==> src/verilog/sync_serial_cfg.svh <==
// offsets, field positions, reset values and timing for the serial port
`ifndef SYNC_SERIAL_CFG_SVH
`define SYNC_SERIAL_CFG_SVH
`define OFS_BAUD_CONFIG 8'h00
`define OFS_RECEIVE_DATA 8'h04
`define OFS_RECEIVE_STATUS 8'h08
`define OFS_DIVISOR_LOW 8'h0C
`define OFS_DIVISOR_HIGH 8'h10
`define OFS_TRANSMIT_STATUS 8'h14
`define OFS_TRANSMIT_DATA 8'h18
`define OFS_IRQ_CONTROL 8'h1C
`define BIT_WIDE_BAUD 3
`define BIT_PORT_ENABLE 7
`define BIT_NINE_RX 6
`define BIT_SINGLE_RX 5
`define BIT_CONT_RX 4
`define BIT_FRAMING_ERR 2
`define BIT_OVERRUN 1
`define BIT_RX_NINTH 0
`define BIT_CLOCK_SOURCE 7
`define BIT_NINE_TX 6
`define BIT_TX_ENABLE 5
`define BIT_SYNC_MODE 4
`define BIT_HIGH_SPEED 2
`define BIT_SHIFT_EMPTY 1
`define BIT_TX_NINTH 0
`define BIT_RX_IRQ_EN 0
`define BIT_TX_IRQ_EN 1
`define BIT_PERIPH_IRQ_EN 2
`define BIT_GLOBAL_IRQ_EN 3
`define BIT_RX_FLAG 4
`define BIT_TX_FLAG 5
`define RESET_CONTROL 8'h00
`define RESET_DIVISOR 8'h00
`define LOW_SPEED_SCALE 2'h3
`define CHAR_BITS 4'h8
`define CHAR_BITS_NINE 4'h9
`endif

==> src/verilog/sync_serial_pkg.sv <==
// types shared by the synchronous serial port
package sync_serial_pkg;
  typedef enum logic [1:0] {
    mode_off = 2'b00,
    mode_idle = 2'b01,
    mode_rx = 2'b11,
    mode_tx = 2'b10
  } mode_t;
endpackage

==> src/verilog/pin_sync.sv <==
// two-flop synchroniser for pins entering the pclk domain
module pin_sync #(
  parameter int WIDTH = 2
) (
  input wire logic pclk, // system clock
  input wire logic presetn, // async reset, active low
  input wire logic [WIDTH-1:0] async_in, // raw pin levels
  output logic [WIDTH-1:0] sync_out // levels safe for pclk logic
);
  logic [WIDTH-1:0] stage1;

  always_ff @(posedge pclk or negedge presetn)
  begin
    if (!presetn)
    begin
      stage1 <= '0;
      sync_out <= '0;
    end
    else
    begin
      stage1 <= async_in;
      sync_out <= stage1;
    end
  end
endmodule

==> src/verilog/baud_tick.sv <==
// shift clock half-period tick from the 16-bit divisor
`include "sync_serial_cfg.svh"
module baud_tick (
  input wire logic pclk, // system clock
  input wire logic presetn, // async reset, active low
  input wire logic run, // count only while clocks are wanted
  input wire logic [15:0] divisor, // divisor pair, high:low
  input wire logic wide, // use all 16 divisor bits
  input wire logic high_speed, // drop the divide-by-four stage
  output logic tick // one-cycle pulse per half period
);
  logic [17:0] count;
  logic [15:0] eff;
  logic [17:0] terminal;

  assign eff = wide ? divisor : {8'h00, divisor[7:0]};
  // low speed gives (n+1)*4 cycles per half period
  assign terminal = high_speed ? {2'b00, eff} : {eff, `LOW_SPEED_SCALE};

  always_ff @(posedge pclk or negedge presetn)
  begin
    if (!presetn)
    begin
      count <= '0;
      tick <= 1'b0;
    end
    else if (!run || count >= terminal)
    begin
      count <= '0;
      tick <= run;
    end
    else
    begin
      count <= count + 18'h00001;
      tick <= 1'b0;
    end
  end
endmodule

==> src/verilog/sync_serial_port.sv <==
// synchronous serial port: master/slave shift engine behind an apb slave
`include "sync_serial_cfg.svh"
module sync_serial_port (
  input wire logic pclk, // system clock, 100 MHz
  input wire logic presetn, // async reset, active low
  input wire logic psel, // apb select
  input wire logic penable, // apb access phase
  input wire logic pwrite, // apb write
  input wire logic [7:0] paddr, // apb byte address
  input wire logic [31:0] pwdata, // apb write data
  output logic [31:0] prdata, // apb read data
  output logic pready, // apb ready
  output logic pslverr, // apb error on unmapped address
  input wire logic cpu_sleep, // processor asleep, stops master clocks
  input wire logic ck_in, // shift clock pin level
  output logic ck_out, // shift clock driven as master
  output logic ck_oe, // shift clock drive enable
  input wire logic dt_in, // data pin level
  output logic dt_out, // data driven when transmitting
  output logic dt_oe, // data drive enable
  output logic wake_request, // wake the processor from sleep
  output logic irq_request // interrupt to the processor
);
  ////////////////////////////////////////////////////////////////////////////
  // registers
  logic wide_baud_counter;
  logic port_enable, nine_bit_receive;
  logic single_receive_enable, continuous_receive_enable;
  logic [7:0] div_lo, div_hi;
  logic clock_source_select, nine_bit_transmit, transmit_enable;
  logic sync_mode, high_speed_baud, transmit_ninth_bit;
  logic receive_irq_enable, transmit_irq_enable;
  logic peripheral_irq_enable, global_irq_enable;
  logic overrun_error_flag;
  sync_serial_pkg::mode_t mode;
  sync_serial_pkg::mode_t next_mode;

  logic access, wr, rd, pop, hit;
  logic [31:0] next_prdata;

  function automatic logic at(input logic [7:0] a, input logic [7:0] ofs);
    at = (a == ofs);
  endfunction

  assign access = psel && penable && pready;
  assign wr = access && pwrite;
  assign rd = access && !pwrite;

  // one wait state so that read data and ready both leave flops
  always_ff @(posedge pclk or negedge presetn)
  begin
    if (!presetn)
    begin
      pready <= 1'b0;
      prdata <= 32'h0000_0000;
      pslverr <= 1'b0;
    end
    else
    begin
      pready <= psel && penable && !pready;
      prdata <= next_prdata;
      pslverr <= psel && penable && !pready && !hit;
    end
  end

  ////////////////////////////////////////////////////////////////////////////
  // mode and pins
  logic active, master, lead, trail, tick, run;
  logic ck_s, dt_s, ck_d;
  logic [3:0] rx_bits, tx_bits;

  assign active = port_enable && sync_mode;
  assign master = active && clock_source_select;
  assign rx_bits = nine_bit_receive ? `CHAR_BITS_NINE : `CHAR_BITS;
  assign tx_bits = nine_bit_transmit ? `CHAR_BITS_NINE : `CHAR_BITS;

  pin_sync #(.WIDTH(2)) u_pins (
    .pclk(pclk),
    .presetn(presetn),
    .async_in({ck_in, dt_in}),
    .sync_out({ck_s, dt_s})
  );

  always_comb
  begin
    if (!active)
      next_mode = sync_serial_pkg::mode_off;
    else if (single_receive_enable || continuous_receive_enable)
      next_mode = sync_serial_pkg::mode_rx;
    else if (transmit_enable)
      next_mode = sync_serial_pkg::mode_tx;
    else
      next_mode = sync_serial_pkg::mode_idle;
  end

  always_ff @(posedge pclk or negedge presetn)
  begin
    if (!presetn)
      mode <= sync_serial_pkg::mode_off;
    else
      mode <= next_mode;
  end

  logic tsr_full;
  // master clocks stop in sleep and while the receiver is blocked by overrun
  assign run = master && !cpu_sleep && mode == next_mode
    && ((mode == sync_serial_pkg::mode_rx && !overrun_error_flag)
    || (mode == sync_serial_pkg::mode_tx && tsr_full));

  baud_tick u_baud (
    .pclk(pclk),
    .presetn(presetn),
    .run(run),
    .divisor({div_hi, div_lo}),
    .wide(wide_baud_counter),
    .high_speed(high_speed_baud),
    .tick(tick)
  );

  // idle-low clock: rising edge leads, falling edge trails
  always_comb
  begin
    unique case (master)
      1'b1:
      begin
        lead = tick && run && !ck_out;
        trail = tick && run && ck_out;
      end
      1'b0:
      begin
        lead = active && ck_s && !ck_d;
        trail = active && !ck_s && ck_d;
      end
    endcase
  end

  // slave edge lag is three pclk cycles; external clock must be much slower
  always_ff @(posedge pclk or negedge presetn)
  begin
    if (!presetn)
    begin
      ck_d <= 1'b0;
      ck_out <= 1'b0;
      ck_oe <= 1'b0;
      dt_oe <= 1'b0;
    end
    else
    begin
      ck_d <= ck_s;
      ck_out <= run && (tick ? !ck_out : ck_out);
      ck_oe <= master;
      dt_oe <= active && next_mode == sync_serial_pkg::mode_tx;
    end
  end

  ////////////////////////////////////////////////////////////////////////////
  // receive shifter and two-entry queue
  logic [8:0] rx_shift, rx_next, rx_char;
  logic [3:0] rx_cnt;
  logic [8:0] queue [2];
  logic rd_ptr;
  logic [1:0] count;
  logic done, push, full, rx_live;

  assign rx_live = mode == sync_serial_pkg::mode_rx && next_mode == mode
    && !overrun_error_flag;
  assign rx_next = {dt_s, rx_shift[8:1]};
  assign rx_char = nine_bit_receive ? rx_next : {1'b0, rx_next[8:1]};
  assign done = rx_live && trail && rx_cnt == rx_bits - 4'h1;
  assign full = count == 2'h2;
  assign push = done && !full;
  assign pop = rd && at(paddr, `OFS_RECEIVE_DATA) && count != 2'h0;

  always_ff @(posedge pclk or negedge presetn)
  begin
    if (!presetn)
    begin
      rx_shift <= 9'h000;
      rx_cnt <= 4'h0;
    end
    else if (!rx_live)
    begin
      rx_cnt <= 4'h0; // partial character dropped
    end
    else if (trail)
    begin
      rx_shift <= rx_next;
      rx_cnt <= done ? 4'h0 : rx_cnt + 4'h1;
    end
  end

  always_ff @(posedge pclk or negedge presetn)
  begin
    if (!presetn)
    begin
      queue[0] <= 9'h000;
      queue[1] <= 9'h000;
      rd_ptr <= 1'b0;
      count <= 2'h0;
    end
    else if (!port_enable)
    begin
      rd_ptr <= 1'b0;
      count <= 2'h0;
    end
    else
    begin
      if (push)
        queue[rd_ptr ^ count[0]] <= rx_char;
      if (pop)
        rd_ptr <= !rd_ptr;
      count <= count + {1'b0, push} - {1'b0, pop};
    end
  end

  // set wins over any clear in the same cycle
  always_ff @(posedge pclk or negedge presetn)
  begin
    if (!presetn)
      overrun_error_flag <= 1'b0;
    else if (!port_enable)
      overrun_error_flag <= 1'b0;
    else if (done && full)
      overrun_error_flag <= 1'b1;
    else if (wr && at(paddr, `OFS_RECEIVE_STATUS) && !pwdata[`BIT_CONT_RX])
      overrun_error_flag <= 1'b0;
    else if (pop && !continuous_receive_enable)
      overrun_error_flag <= 1'b0;
  end

  ////////////////////////////////////////////////////////////////////////////
  // transmit buffer and shifter
  logic [8:0] tx_buf, transmit_shift_reg;
  logic buf_full;
  logic [3:0] tx_cnt;
  logic tx_live, tx_last, tx_write;

  assign tx_live = mode == sync_serial_pkg::mode_tx && next_mode == mode;
  assign tx_last = trail && tsr_full && tx_cnt == tx_bits - 4'h1;
  assign tx_write = wr && at(paddr, `OFS_TRANSMIT_DATA) && active;

  always_ff @(posedge pclk or negedge presetn)
  begin
    if (!presetn)
    begin
      tx_buf <= 9'h000;
      buf_full <= 1'b0;
      transmit_shift_reg <= 9'h000;
      tsr_full <= 1'b0;
      tx_cnt <= 4'h0;
      dt_out <= 1'b0;
    end
    else if (!active)
    begin
      buf_full <= 1'b0;
      tsr_full <= 1'b0;
      tx_cnt <= 4'h0;
      dt_out <= 1'b0;
    end
    else
    begin
      // a write into a full buffer is dropped
      if (tx_write && !buf_full)
      begin
        tx_buf <= {transmit_ninth_bit, pwdata[7:0]};
        buf_full <= 1'b1;
      end
      else if (buf_full && tx_live && (!tsr_full || tx_last))
      begin
        transmit_shift_reg <= tx_buf;
        tsr_full <= 1'b1;
        buf_full <= 1'b0;
        tx_cnt <= 4'h0;
      end
      if (!(buf_full && tx_live && (!tsr_full || tx_last)))
      begin
        if (tx_last)
        begin
          tsr_full <= 1'b0;
          tx_cnt <= 4'h0;
        end
        else if (trail && tsr_full && tx_live)
        begin
          transmit_shift_reg <= {1'b0, transmit_shift_reg[8:1]};
          tx_cnt <= tx_cnt + 4'h1;
        end
      end
      if (lead && tsr_full && tx_live)
        dt_out <= transmit_shift_reg[0];
    end
  end

  ////////////////////////////////////////////////////////////////////////////
  // control register writes
  always_ff @(posedge pclk or negedge presetn)
  begin
    if (!presetn)
    begin
      {port_enable, nine_bit_receive} <= 2'b00;
      {single_receive_enable, continuous_receive_enable} <= 2'b00;
      wide_baud_counter <= 1'b0;
      div_lo <= `RESET_DIVISOR;
      div_hi <= `RESET_DIVISOR;
    end
    else if (wr && at(paddr, `OFS_RECEIVE_STATUS))
    begin
      port_enable <= pwdata[`BIT_PORT_ENABLE];
      nine_bit_receive <= pwdata[`BIT_NINE_RX];
      single_receive_enable <= pwdata[`BIT_SINGLE_RX];
      continuous_receive_enable <= pwdata[`BIT_CONT_RX];
    end
    else
    begin
      if (done && master)
        single_receive_enable <= 1'b0;
      if (wr && at(paddr, `OFS_BAUD_CONFIG))
        wide_baud_counter <= pwdata[`BIT_WIDE_BAUD];
      if (wr && at(paddr, `OFS_DIVISOR_LOW))
        div_lo <= pwdata[7:0];
      if (wr && at(paddr, `OFS_DIVISOR_HIGH))
        div_hi <= pwdata[7:0];
    end
  end

  always_ff @(posedge pclk or negedge presetn)
  begin
    if (!presetn)
    begin
      {clock_source_select, nine_bit_transmit, transmit_enable} <= 3'b000;
      {sync_mode, high_speed_baud, transmit_ninth_bit} <= 3'b000;
      {receive_irq_enable, transmit_irq_enable} <= 2'b00;
      {peripheral_irq_enable, global_irq_enable} <= 2'b00;
    end
    else
    begin
      if (wr && at(paddr, `OFS_TRANSMIT_STATUS))
      begin
        clock_source_select <= pwdata[`BIT_CLOCK_SOURCE];
        nine_bit_transmit <= pwdata[`BIT_NINE_TX];
        transmit_enable <= pwdata[`BIT_TX_ENABLE];
        sync_mode <= pwdata[`BIT_SYNC_MODE];
        high_speed_baud <= pwdata[`BIT_HIGH_SPEED];
        transmit_ninth_bit <= pwdata[`BIT_TX_NINTH];
      end
      if (wr && at(paddr, `OFS_IRQ_CONTROL))
      begin
        receive_irq_enable <= pwdata[`BIT_RX_IRQ_EN];
        transmit_irq_enable <= pwdata[`BIT_TX_IRQ_EN];
        peripheral_irq_enable <= pwdata[`BIT_PERIPH_IRQ_EN];
        global_irq_enable <= pwdata[`BIT_GLOBAL_IRQ_EN];
      end
    end
  end

  ////////////////////////////////////////////////////////////////////////////
  // flags, wake and interrupt
  logic receive_complete_flag, transmit_empty_flag, cause;

  assign receive_complete_flag = count != 2'h0;
  assign transmit_empty_flag = transmit_enable && active && !buf_full;
  assign cause = peripheral_irq_enable
    && ((receive_complete_flag && receive_irq_enable)
    || (transmit_empty_flag && transmit_irq_enable));

  always_ff @(posedge pclk or negedge presetn)
  begin
    if (!presetn)
    begin
      wake_request <= 1'b0;
      irq_request <= 1'b0;
    end
    else
    begin
      wake_request <= cause;
      irq_request <= cause && global_irq_enable;
    end
  end

  ////////////////////////////////////////////////////////////////////////////
  // read mux
  always_comb
  begin
    next_prdata = 32'h0000_0000;
    hit = 1'b1;
    unique case (paddr)
      `OFS_BAUD_CONFIG:
        next_prdata[`BIT_WIDE_BAUD] = wide_baud_counter;
      `OFS_RECEIVE_DATA:
        next_prdata[7:0] = queue[rd_ptr][7:0];
      `OFS_RECEIVE_STATUS:
        next_prdata[7:0] = {port_enable, nine_bit_receive, single_receive_enable,
          continuous_receive_enable, 2'b00, overrun_error_flag,
          queue[rd_ptr][8]};
      `OFS_DIVISOR_LOW:
        next_prdata[7:0] = div_lo;
      `OFS_DIVISOR_HIGH:
        next_prdata[7:0] = div_hi;
      `OFS_TRANSMIT_STATUS:
        next_prdata[7:0] = {clock_source_select, nine_bit_transmit, transmit_enable,
          sync_mode, 1'b0, high_speed_baud, !tsr_full, transmit_ninth_bit};
      `OFS_TRANSMIT_DATA:
        next_prdata = 32'h0000_0000;
      `OFS_IRQ_CONTROL:
        next_prdata[5:0] = {transmit_empty_flag, receive_complete_flag,
          global_irq_enable, peripheral_irq_enable, transmit_irq_enable,
          receive_irq_enable};
      default:
        hit = 1'b0;
    endcase
  end
endmodule

==> config.mk <==
export PLATFORM = sky130hd
export DESIGN_NAME = sync_serial_port
export DESIGN_NICKNAME = d
export VERILOG_FILES = /design/src/verilog/sync_serial_pkg.sv /design/src/verilog/pin_sync.sv /design/src/verilog/baud_tick.sv /design/src/verilog/sync_serial_port.sv
export VERILOG_INCLUDE_DIRS = /design/src /design/src/verilog
export SDC_FILE = /design/constraint.sdc
export NUM_CORES = 1
export LEC_CHECK = 0
export BUFFER_PORTS_ARGS = -buffer_cell sky130_fd_sc_hd__buf_2
export CAP_MARGIN = 20
export CORE_ASPECT_RATIO = 1.5
export CORE_UTILIZATION = 50
export DETAILED_ROUTE_END_ITERATION = 8
export PLACE_DENSITY = 0.71
export SKIP_CTS_REPAIR_TIMING = 1
export SYNTH_ARGS = -nofsm -noshare
export SYNTH_HDL_FRONTEND = slang
export SYNTH_SLANG_ARGS = --single-unit
==> constraint.sdc <==
create_clock -name pclk -period 3.6 [get_ports pclk]
set_input_delay 0.18 -clock pclk [delete_from_list [all_inputs] [get_ports pclk]]
set_output_delay 0.18 -clock pclk [all_outputs]
set_load 0.03 [all_outputs]
# Word-level counts from Yosys, hierarchy flattened

Cells that the tools add are included.

Input bits: 48
Word-level logic and storage cells: 224
Output and inout bits: 40
Register bits after elaboration: 132

Muxes and demuxes: 57
Reduce and logical (&&, ||, !) cells: 87
Bitwise logic cells: 5
Order comparisons: 4
Equality and inequality tests: 20
Add/subtract/negate cells: 7

Operator list:

| cell                    | count |
|---|---|
| $mux W9                 | 10 |
| $logic_and A1 B1 Y1     | 57 |
| $mux W18                | 2 |
| $mux W4                 | 9 |
| $eq A8 B5 Y1 const B    | 4 |
| $mux W1                 | 23 |
| $add A18 B1 Y18 const B | 1 |
| $bwmux W18              | 1 |
| $ge A18 B18 Y1          | 1 |
| $pmux W3 S6             | 1 |
| $eq A8 B4 Y1 const B    | 2 |
| $mux W16                | 1 |
| $logic_not A1 Y1        | 15 |
| $pmux W2 S6             | 1 |
| $reduce_and A2 Y1       | 6 |
| $pmux W2 S5             | 1 |
| $demux W9 S1            | 1 |
| $add A4 B1 Y4 const B   | 2 |
| $eq A2 B2 Y1 const B    | 4 |
| $eq A4 B4 Y1            | 2 |
| $eq A8 B3 Y1 const B    | 1 |
| $logic_not A8 Y1        | 1 |
| $mux W2                 | 4 |
| $reduce_or A8 Y1        | 1 |
| 17 further kinds        | 29 |

# Logic depth before layout (Yosys ltp)

Gate-level depths: netlist of the first run.

Word-level depth: 19
Mapped depth: 13
Depth with buffers taken out: 11

# By module

Synthesis of the first run repeated with hierarchy kept, for this count alone.

Cell total of the unflattened synthesis: 619
Area total of the unflattened synthesis: 6907.9 um^2

Modules (own cells, without submodules):

| module           | seq. area each (um^2) | times used | cells each | area an instance (um^2) |
|---|---|---|---|---|
| sync_serial_port | 2702.6                | 1          | 456        | 5340.1 |
| baud_tick        | 475.5                 | 1          | 159        | 1467.7 |
| pin_sync         | 100.1                 | 1          | 4          | 100.1 |

# Worst setup path before layout of the first run

Ideal clock, no wire load.

Path kind: register to register
Start: reg ck_out
End: reg count[1]
Cell stages (with the launch flop): 13
Library setup time: 0.119 ns
Data required time: 3.481 ns
Data arrival time: 2.475 ns
Setup slack: 1.006 ns
Buffers on the path: 1
Period minus slack after synthesis: 2.594 ns
Cell sequence: dfrtp_1 nand2_1 a2111oi_0 o21bai_1 buf_6 nor2_1 o21ai_0 ha_1 inv_1 ha_1 xnor2_1 xnor2_1 and2_1

Word-level cells in the longest chain between the ends: 8

Ends and longest elaborated chain:

| item                             | line                    | text |
|---|---|---|
| from (decl)                      | sync_serial_port.sv:16  | `output logic ck_out,` |
| from (signal assigned)           | sync_serial_port.sv:150 | `ck_out <= run && (tick ? !ck_out : ck_out);` |
| $logic_and A1 B1 Y1              | sync_serial_port.sv:127 | `trail = tick && run && ck_out;` |
| $pmux W1 S2                      | sync_serial_port.sv:123 | `unique case (master)` |
| $logic_and A1 B1 Y1 (2 in a row) | sync_serial_port.sv:169 | `assign done = rx_live && trail && rx_cnt == rx_bits - 4'h1;` |
| $logic_and A1 B1 Y1              | sync_serial_port.sv:171 | `assign push = done && !full;` |
| $add A2 B1 Y2                    | sync_serial_port.sv:212 | `count <= count + {1'b0, push} - {1'b0, pop};` |
| $sub A2 B1 Y2                    | sync_serial_port.sv:212 |  |
| $mux W2                          | sync_serial_port.sv:201 | `else if (!port_enable)` |
| to (signal assigned)             | sync_serial_port.sv:212 |  |
| to (decl)                        | sync_serial_port.sv:162 | `logic [1:0] count;` |

Every way passes these cells.
A chain may end at the register's enable or synchronous reset.

# Worst setup path after layout of the first run

Start: reg high_speed_baud
End: reg u_baud.count[17]

Word-level cells in the longest chain between the ends: 4

Ends and longest elaborated chain:

| item                   | line                    | text |
|---|---|---|
| from (decl)            | sync_serial_port.sv:31  | `logic sync_mode, high_speed_baud, transmit_ninth_bit;` |
| from (signal assigned) | sync_serial_port.sv:342 | `` high_speed_baud <= pwdata[`BIT_HIGH_SPEED]; `` |
| $mux W18               | baud_tick.sv:18         | `` assign terminal = high_speed ? {2'b00, eff} : {eff, `LOW_SPEED_SCALE}; `` |
| $ge A18 B18 Y1         | baud_tick.sv:27         | `else if (!run \|\| count >= terminal)` |
| $logic_or A1 B1 Y1     | baud_tick.sv:27         |  |
| $mux W18               | baud_tick.sv:27         |  |
| to (signal assigned)   | baud_tick.sv:34         | `count <= count + 18'h00001;` |
| to (decl)              | baud_tick.sv:12         | `logic [17:0] count;` |

Every way passes these cells.

==> qor_table.md, run 1 <==
| Step | Parameter | This run |
| --- | --- | --- |
| run status | Status | complete, no violations |
| global route | Vias in the first global route | 4,919 |
| global route | Overflow left after global routing | 0 |
| cts | Clock-pin slew on the worst setup and hold paths | 60 ps |
| synth | Sequential area share after synthesis | 0.490 |
| final layout | Syn-to-layout area delta | 13.0% |
| setup path | Data required time of the critical path | 3910 ps |
| min path | Min-Delay Path Class | in -> reg |
| sta | Relative slew slack | 0.362 |
| sta | Number of slew-limit violations in the final report | 0 |
| final layout | Share of final-layout standard cells stronger than drive strength 1 | 0.205 |
| power | Total power consumption of the routed design | 3.24 mW |
| synth | Register bit count reported by yosys | 131 |
| floorplanning | Core area | 13,000 um^2 |
| synth | Count of yosys warnings during synthesis | 0 |
| final layout | Largest registers | queue (18), u_baud.count (18) |
| global route | Maximum number of pins on one net before global-route repair | 132 |
| sta | Hold Violations, Final | 0 |
| power | Power per cell area | 429 nW/um^2 |
| floorplanning | Boundary pin count | 88 |
| sta | Achievable clock frequency | 334 MHz |
| setup path | Critical path arrival | 3300 ps |
| detailed routing | Remaining number of nets flagged by the antenna check after routing | 0 |
| sta | Setup TNS Final | 0 ps |
| detailed routing | Total wirelength of the detailed-routed design | 14,600 um |
| global route | Initial antenna violation count | 0 |
| min path | Hold Path End | pready$_DFF_PN0_ |
| floorplanning | # rows | 51 |
| min path | Worst hold path stage count | 3 |
| min path | HP Start | penable |
| cts | Htree depth | 4 |
| detailed routing | DRC violations left | 0 |
| placement | Quantity of I/O buffers inserted on ports | 39 |
| setup path | Critical Path Sink Type | register |
| synth | Syn Std Cell Area | 6690 um^2 |
| detailed routing | DR vias/cell | 5.75 |
| sta | RSZ-0062 raised after global routing | false |
| cts | CTS tree | yes |
| global route | Overall routing resource usage | 0.232 |
| detailed routing | Post-detailed-route wirelength per cell | 17.5 um |
| synth | Number of instances in the synthesized netlist | 618 |
| setup path | Beginning of the worst register-to-register path | high_speed_baud$_DFFE_PN0P_ |
| final layout | Diode insertion count for antenna repair | 0 |
| sta | Final setup viols | 0 |
| setup path | Worst setup path class | reg -> reg |
| setup path | R2R setup slack | 610 ps |
| detailed routing | Number of optimization iterations in the first detailed-route pass | 4 |
| floorplanning | Die X | 96.4 um |
| cts | Worst-Skew Late Latency | 410 ps |
| cts | Number of clock sinks | 131 |
| detailed routing | Total vias in the final route | 4,814 |
| cts | Root buffer cell | clkbuf_16 |
| cts | Deepest clock path buffer count | 2 |
| synth | Proportion of register bits with asynchronous set or reset after synthesis | 1.00 |
| synth | Number of synthesized flops with an enable pin | 0 |
| floorplanning | Initial standard-cell utilization of the core | 0.514 |
| setup path | Nature of the critical path startpoint | register |
| global route | Wire length of the first global-routing pass | 24,300 um |
| power | Leakage power of the design | 3.46 nW |
| setup path | Worst flop-to-flop path endpoint | u_baud.count[17]$_DFF_PN0_ |
| placement | Routability congestion estimate from global placement | 0.937 |
| sta | Worst Tran Pin Value | 953 ps |
| detailed routing | Starting DRC count in detailed routing | 321 |
| job | Max-cap violation count | 0 |
| synth | Prevailing post-synth register cell | dfrtp_1 |
| floorplanning | Vertical extent of the die | 144 um |
| floorplanning | Total Die Area | 13,900 um^2 |
| synth | Synthesized area per cell | 10.8 um^2 |
| cts | TritonCTS buffer count | 17 |
| sta | Minimum clock period after layout | 2990 ps |
| sta | Worst clock skew | 9.03 ps |
| placement | HPWL after detailed placement | 10,600 um |
| setup path | Biggest fanout along the worst timing path | 21 |
| synth | Number of different library cells in the post-synthesis netlist | 63 |
| power | IR Drop Worst-Case VDD | 283 uV |
| sta | Portion of the clock cycle consumed by the worst path in the final layout | 0.831 |
| final layout | # nets final | 736 |
| setup path | Count of cells along the worst register-to-register path | 9 |
==> critical path, cell delays in order, from the launching register on <==
cell,delay (ps)
dfrtp_1,840
mux2_2,410
nand2_1,70
ha_1,260
a21oi_1,150
a21oi_1,70
o21a_1,190
a31oi_1,190
nand2_1,400
nor3_1,320
==> synth_stat cells (all sizes together), types with 10 or more instances <==
| master | instances | area, um^2 |
|---|---|---|
| a21oi | 18 | 90.1 |
| a22oi | 10 | 75.1 |
| buf | 32 | 231 |
| clkbuf | 11 | 41.3 |
| dfrtp | 131 | 3280 |
| ha | 23 | 288 |
| inv | 13 | 48.8 |
| mux2 | 55 | 619 |
| mux2i | 26 | 260 |
| nand2 | 52 | 198 |
| nand3 | 24 | 120 |
| nor2 | 39 | 149 |
| nor3 | 30 | 155 |
| o21a | 10 | 75.1 |
| o21ai | 31 | 159 |
| xor2 | 14 | 123 |
==> cell usage in the layout, fill, tap and decap left out, types with 3 or more instances in the layout <==
master,Yosys,routed
and2_1,6,6
nand3_1,24,24
inv_1,13,13
mux2i_1,26,26
or3_1,3,3
xnor2_1,9,9
nand4_1,4,4
a21oi_1,18,18
xor2_1,14,14
a221oi_1,4,4
nor3_1,29,29
o21ai_1,18,19
and3_1,6,6
clkbuf_16,0,17
ha_1,23,23
buf_2,5,38
nand4b_1,3,3
dlygate4sd3_1,0,3
a21o_1,4,4
nor2_1,38,38
o32a_1,8,8
clkinvlp_4,0,3
dfrtp_1,131,131
nand2b_1,7,7
mux2_2,53,53
conb_1,1,24
o21a_1,10,10
buf_4,24,6
nand2_1,51,51
a22oi_1,10,10
nor2b_1,6,6
inv_6,0,6
o21ai_0,12,11
a31oi_1,4,4
==> metal layers <==
metal / wire [um] / global-route usage / up-vias
met5: 0 / 0 / -
met4: 431 / 0.103 / 0
met3: 478 / 0.0370 / 32
met2: 7640 / 0.401 / 118
met1: 6060 / 0.282 / 2388
li1: - / - / 2276
==> stage by stage <==
step | area, um^2 | utilization | setup WS [ps] | cells | hold WS [ps]
detailed placement | 6960 | 0.534 | 651 | 802 | 290
global route | 7550 | 0.580 | 350 | 837 | 69.5
CTS | 7520 | 0.578 | 616 | 834 | -143
finish | 7550 | 0.580 | 608 | 837 | 30.9
floorplan | 6770 | - | 1010 | 641 | -116
global placement | 6960 | 0.534 | 743 | 802 | 288
==> logic make-up after synthesis <==
kind of cell,after synthesis,synth area share
AO/OA/AOI/OAI,110,0.112
XOR/XNOR,23,0.0301
adder cells (fa/ha/maj),23,0.0430
buffers and inverters,56,0.0481
flip-flops,131,0.490
multiplexers,81,0.132
other,1,0.000561
AND/OR/NAND/NOR,193,0.145
==> cell type report <==
type | count | area [um^2]
multi-input cells | 454 | 3170
inverters | 13 | 48.8
flip-flops and latches | 131 | 3280
clock buffers | 17 | 425
well taps | 159 | 199
clock inverters | 15 | 144
fillers | 1122 | 5460
repair buffers | 48 | 285
==> how the worst max path moves through the flow <==
| stage | from | to |
|---|---|---|
| after floorplan | ck_out$_DFF_PN0_ | count[1]$_DFF_PN0_ |
| final | high_speed_baud$_DFFE_PN0P_ | u_baud.count[17]$_DFF_PN0_ |
| after global routing | high_speed_baud$_DFFE_PN0P_ | u_baud.count[15]$_DFF_PN0_ |
| after CTS | high_speed_baud$_DFFE_PN0P_ | u_baud.count[9]$_DFF_PN0_ |
| after detailed placement | high_speed_baud$_DFFE_PN0P_ | u_baud.count[5]$_DFF_PN0_ |
| after global placement | port_enable$_DFFE_PN0P_ | count[1]$_DFF_PN0_ |
==> power breakdown <==
part / switching (mW) / leakage [nW] / internal (mW)
Sequential: 0.00486 / 1.81 / 1.48
Clock: 0.684 / 0.273 / 0.965
Combinational: 0.0877 / 1.38 / 0.0203
Total: 0.777 / 3.46 / 2.46
Note: power is estimated with default switching activity, not from simulation.
==> inputs of run 2 (changes only) <==
Clock period 3.6 ns to 3.1 ns, I/O delays scaled along.
==> run 2 against run 1 <==
Sequential power increased by 16%. Register-to-register slack worse by 300 ps. Via count increased by 2.3%. Clock skew rose by 1.9 ps. Non-clock buffer count grew 6.
==> qor_table.md, run 2 (synthesis gave the netlist of run 1 again) <==
| Step | Parameter | This run | Change |
| --- | --- | --- | --- |
| run status | Status | complete, no violations |  |
| cts | Number of clock sinks | 131 | unchanged |
| cts | Clock-pin slew on the worst setup and hold paths | 60 ps | about the same |
| min path | Min-Delay Path Class | in -> reg |  |
| sta | Worst clock skew | 10.9 ps | +1.90 ps |
| sta | Worst Hold Slack | 4.07 ps | -26.8 ps |
| global route | Vias in the first global route | 5,108 | +3.8% |
| placement | Routability congestion estimate from global placement | 0.936 | about the same |
| detailed routing | Total wirelength of the detailed-routed design | 15,100 um | +3.1% |
| setup path | Sequence of cells on the critical path | buf_4, nor2b_1, ha_1, nor2b_1, o21ai_0, a21oi_1, o2111ai_1, nand2_1, nor3_1 |  |
| cts | Deepest clock path buffer count | 2 | unchanged |
| setup path | Cell type of the slowest stage on the worst timing path | dfrtp_1 |  |
| global route | Maximum number of pins on one net before global-route repair | 97 | -27% |
| global route | Overall routing resource usage | 0.240 | +0.00763 |
| placement | HPWL after detailed placement | 11,100 um | +4.7% |
| setup path | Data required time of the critical path | 3420 ps | -490 ps |
| sta | Hold Violations, Final | 0 | unchanged |
| power | Power per cell area | 499 nW/um^2 | +16% |
| power | P_int | 2.89 mW | +17% |
| final layout | Filler Cells Inserted | 1,110 | -1.1% |
| cts | Htree depth | 4 | unchanged |
| power | Sequential share of power | 0.453 | -0.005 |
| final layout | Largest registers | queue (18), u_baud.count (18) |  |
| power | Sw power | 908 uW | +17% |
| detailed routing | DRC violations left | 0 | unchanged |
| setup path | Crit path max-delay family | simple AND/OR/NAND/NOR gates |  |
| sta | Worst Tran Pin Value | 1010 ps | +58.4 ps |
| cts | CTS tree | yes |  |
| sta | Final setup viols | 0 | unchanged |
| sta | Achievable clock frequency | 358 MHz | +7.0% |
| final layout | Syn-to-layout area delta | 13.9% |  |
| power | Fraction of power spent switching nets | 0.239 | -0.000559 |
| sta | Relative slew slack | 0.323 | -0.0391 |
| power | Share of power burned in the clock network | 0.513 | +0.004 |
| job | Max-cap violation count | 0 | unchanged |
| setup path | Nature of the critical path startpoint | register |  |
| power | Share of total power in combinational logic | 0.033 | about the same |
| global route | Wire length of the first global-routing pass | 25,200 um | +3.7% |
| power | Leakage power of the design | 3.50 nW | +1.1% |
| setup path | Critical path buffer and inverter count | 1 | +1 |
| setup path | Critical path arrival | 3110 ps | -190 ps |
| setup path | Worst setup path class | reg -> reg |  |
| placement | Quantity of I/O buffers inserted on ports | 39 | unchanged |
| setup path | Peak per-stage delay on the critical path | 630 ps | -210 ps |
| final layout | Most common library cell in the layout ignoring fill and taps | dfrtp_1 |  |
| final layout | # nets final | 742 | +0.82% |
| detailed routing | Total vias in the final route | 4,927 | +2.3% |
| floorplanning | Initial standard-cell utilization of the core | 0.514 | unchanged |
| final layout | Leading cell types in the layout, fill and taps excluded | dfrtp_1, mux2_2, nand2_1 |  |
| placement | Worst setup slack before clock tree synthesis | 347 ps | -304 ps |
| sta | Final worst-path setup slack | 304 ps | -305 ps |
| floorplanning | # rows | 51 | unchanged |
| global route | Overflow left after global routing | 0 | unchanged |
| floorplanning | Die X | 96.4 um | unchanged |
| final layout | Share of final-layout standard cells stronger than drive strength 1 | 0.212 | +0.00697 |
| cts | Root buffer cell | clkbuf_16 |  |
| setup path | Biggest fanout along the worst timing path | 18 | -14% |
| sta | Number of slew-limit violations in the final report | 0 | unchanged |
| setup path | Critical Path Sink Type | register |  |
| sta | Setup TNS Final | 0 ps | unchanged |
| floorplanning | Core area | 13,000 um^2 | unchanged |
| sta | Minimum clock period after layout | 2800 ps | -195 ps |
| power | IR Drop Worst-Case VDD | 375 uV | +33% |
| cts | Worst-Skew Late Latency | 420 ps | about the same |
| cts | TritonCTS buffer count | 17 | unchanged |
| sta | RSZ-0062 raised after global routing | false |  |
| detailed routing | Post-detailed-route wirelength per cell | 17.9 um | +2.4% |
| final layout | Diode insertion count for antenna repair | 0 | unchanged |
| floorplanning | Vertical extent of the die | 144 um | unchanged |
| global route | Initial antenna violation count | 0 | unchanged |
| sta | Portion of the clock cycle consumed by the worst path in the final layout | 0.902 | +0.0710 |
| detailed routing | Starting DRC count in detailed routing | 366 | +14% |
| detailed routing | Remaining number of nets flagged by the antenna check after routing | 0 | unchanged |
| floorplanning | Total Die Area | 13,900 um^2 | unchanged |
| detailed routing | Number of optimization iterations in the first detailed-route pass | 6 | +2 |
| detailed routing | DR vias/cell | 5.84 | +1.6% |
| setup path | Most numerous cell on the critical path | nor2b_1 |  |
| floorplanning | Boundary pin count | 88 | unchanged |
==> run 2: cell type report <==
class / instances / area, um^2 / share of cell area
Clock buffer: 18 / 439 / 0.0577
Inverter: 13 / 48.8 / 0.00641
Clock inverter: 14 / 145 / 0.0191
Timing Repair Buffer: 54 / 330 / 0.0434
Multi-Input combinational cell: 454 / 3180 / 0.417
Tap cell: 159 / 199 / 0.0261
Sequential cell: 131 / 3280 / 0.430
==> run 2: final timing paths <==
check / to / start / slack, ps / cells past startpoint
min in group asynchronous: u_baud.count[3]$_DFF_PN0_ / presetn / 230 / 2
max in group asynchronous: tx_buf[0]$_DFFE_PN0P_ / presetn / 1990 / 3
worst max register to register: u_baud.count[16]$_DFF_PN0_ / high_speed_baud$_DFFE_PN0P_ / 300 / 9
worst min-delay path: pready$_DFF_PN0_ / penable / 4 / 3
worst max-delay path: u_baud.count[16]$_DFF_PN0_ / high_speed_baud$_DFFE_PN0P_ / 300 / 9
worst min register to register: u_pins.sync_out[0]$_DFF_PN0_ / u_pins.stage1[0]$_DFF_PN0_ / 350 / 0
==> run 2: worst register-to-register path, cell delays in order (launching register included) <==
cell	delay, ps
dfrtp_1	630
buf_4	270
nor2b_1	150
ha_1	250
nor2b_1	130
o21ai_0	140
a21oi_1	120
o2111ai_1	270
nand2_1	430
nor3_1	320
==> run 2: through the flow <==
step / cell area, um^2 / utilization / std cells / power [mW]
finish: 7620 / 0.585 / 843 / 3.80
global route: 7620 / 0.585 / 843 / 3.91
CTS: 7580 / 0.583 / 840 / 3.83
detailed placement: 7000 / 0.538 / 808 / 1.88
global placement: 7000 / 0.538 / 808 / 1.87
floorplan: 6770 / - / 641 / 1.83
==> run 2: power by group through the flow <==
stage / registers (mW) / clock network, mW / logic, mW
finish: 1.72 / 1.95 / 0.126
floorplan: 1.75 / 0 / 0.0739
global route: 1.72 / 2.05 / 0.140
CTS: 1.72 / 1.98 / 0.126
global placement: 1.75 / 0 / 0.122
detailed placement: 1.75 / 0 / 0.125
==> run 2: layer usage <==
| layer | vias up | track usage | wire, um |
|---|---|---|---|
| met3 | 43 | 0.0365 | 605 |
| li1 | 2298 | - | - |
| met4 | 0 | 0.118 | 592 |
| met2 | 166 | 0.419 | 7930 |
| met5 | - | 0 | 0 |
| met1 | 2420 | 0.283 | 5940 |
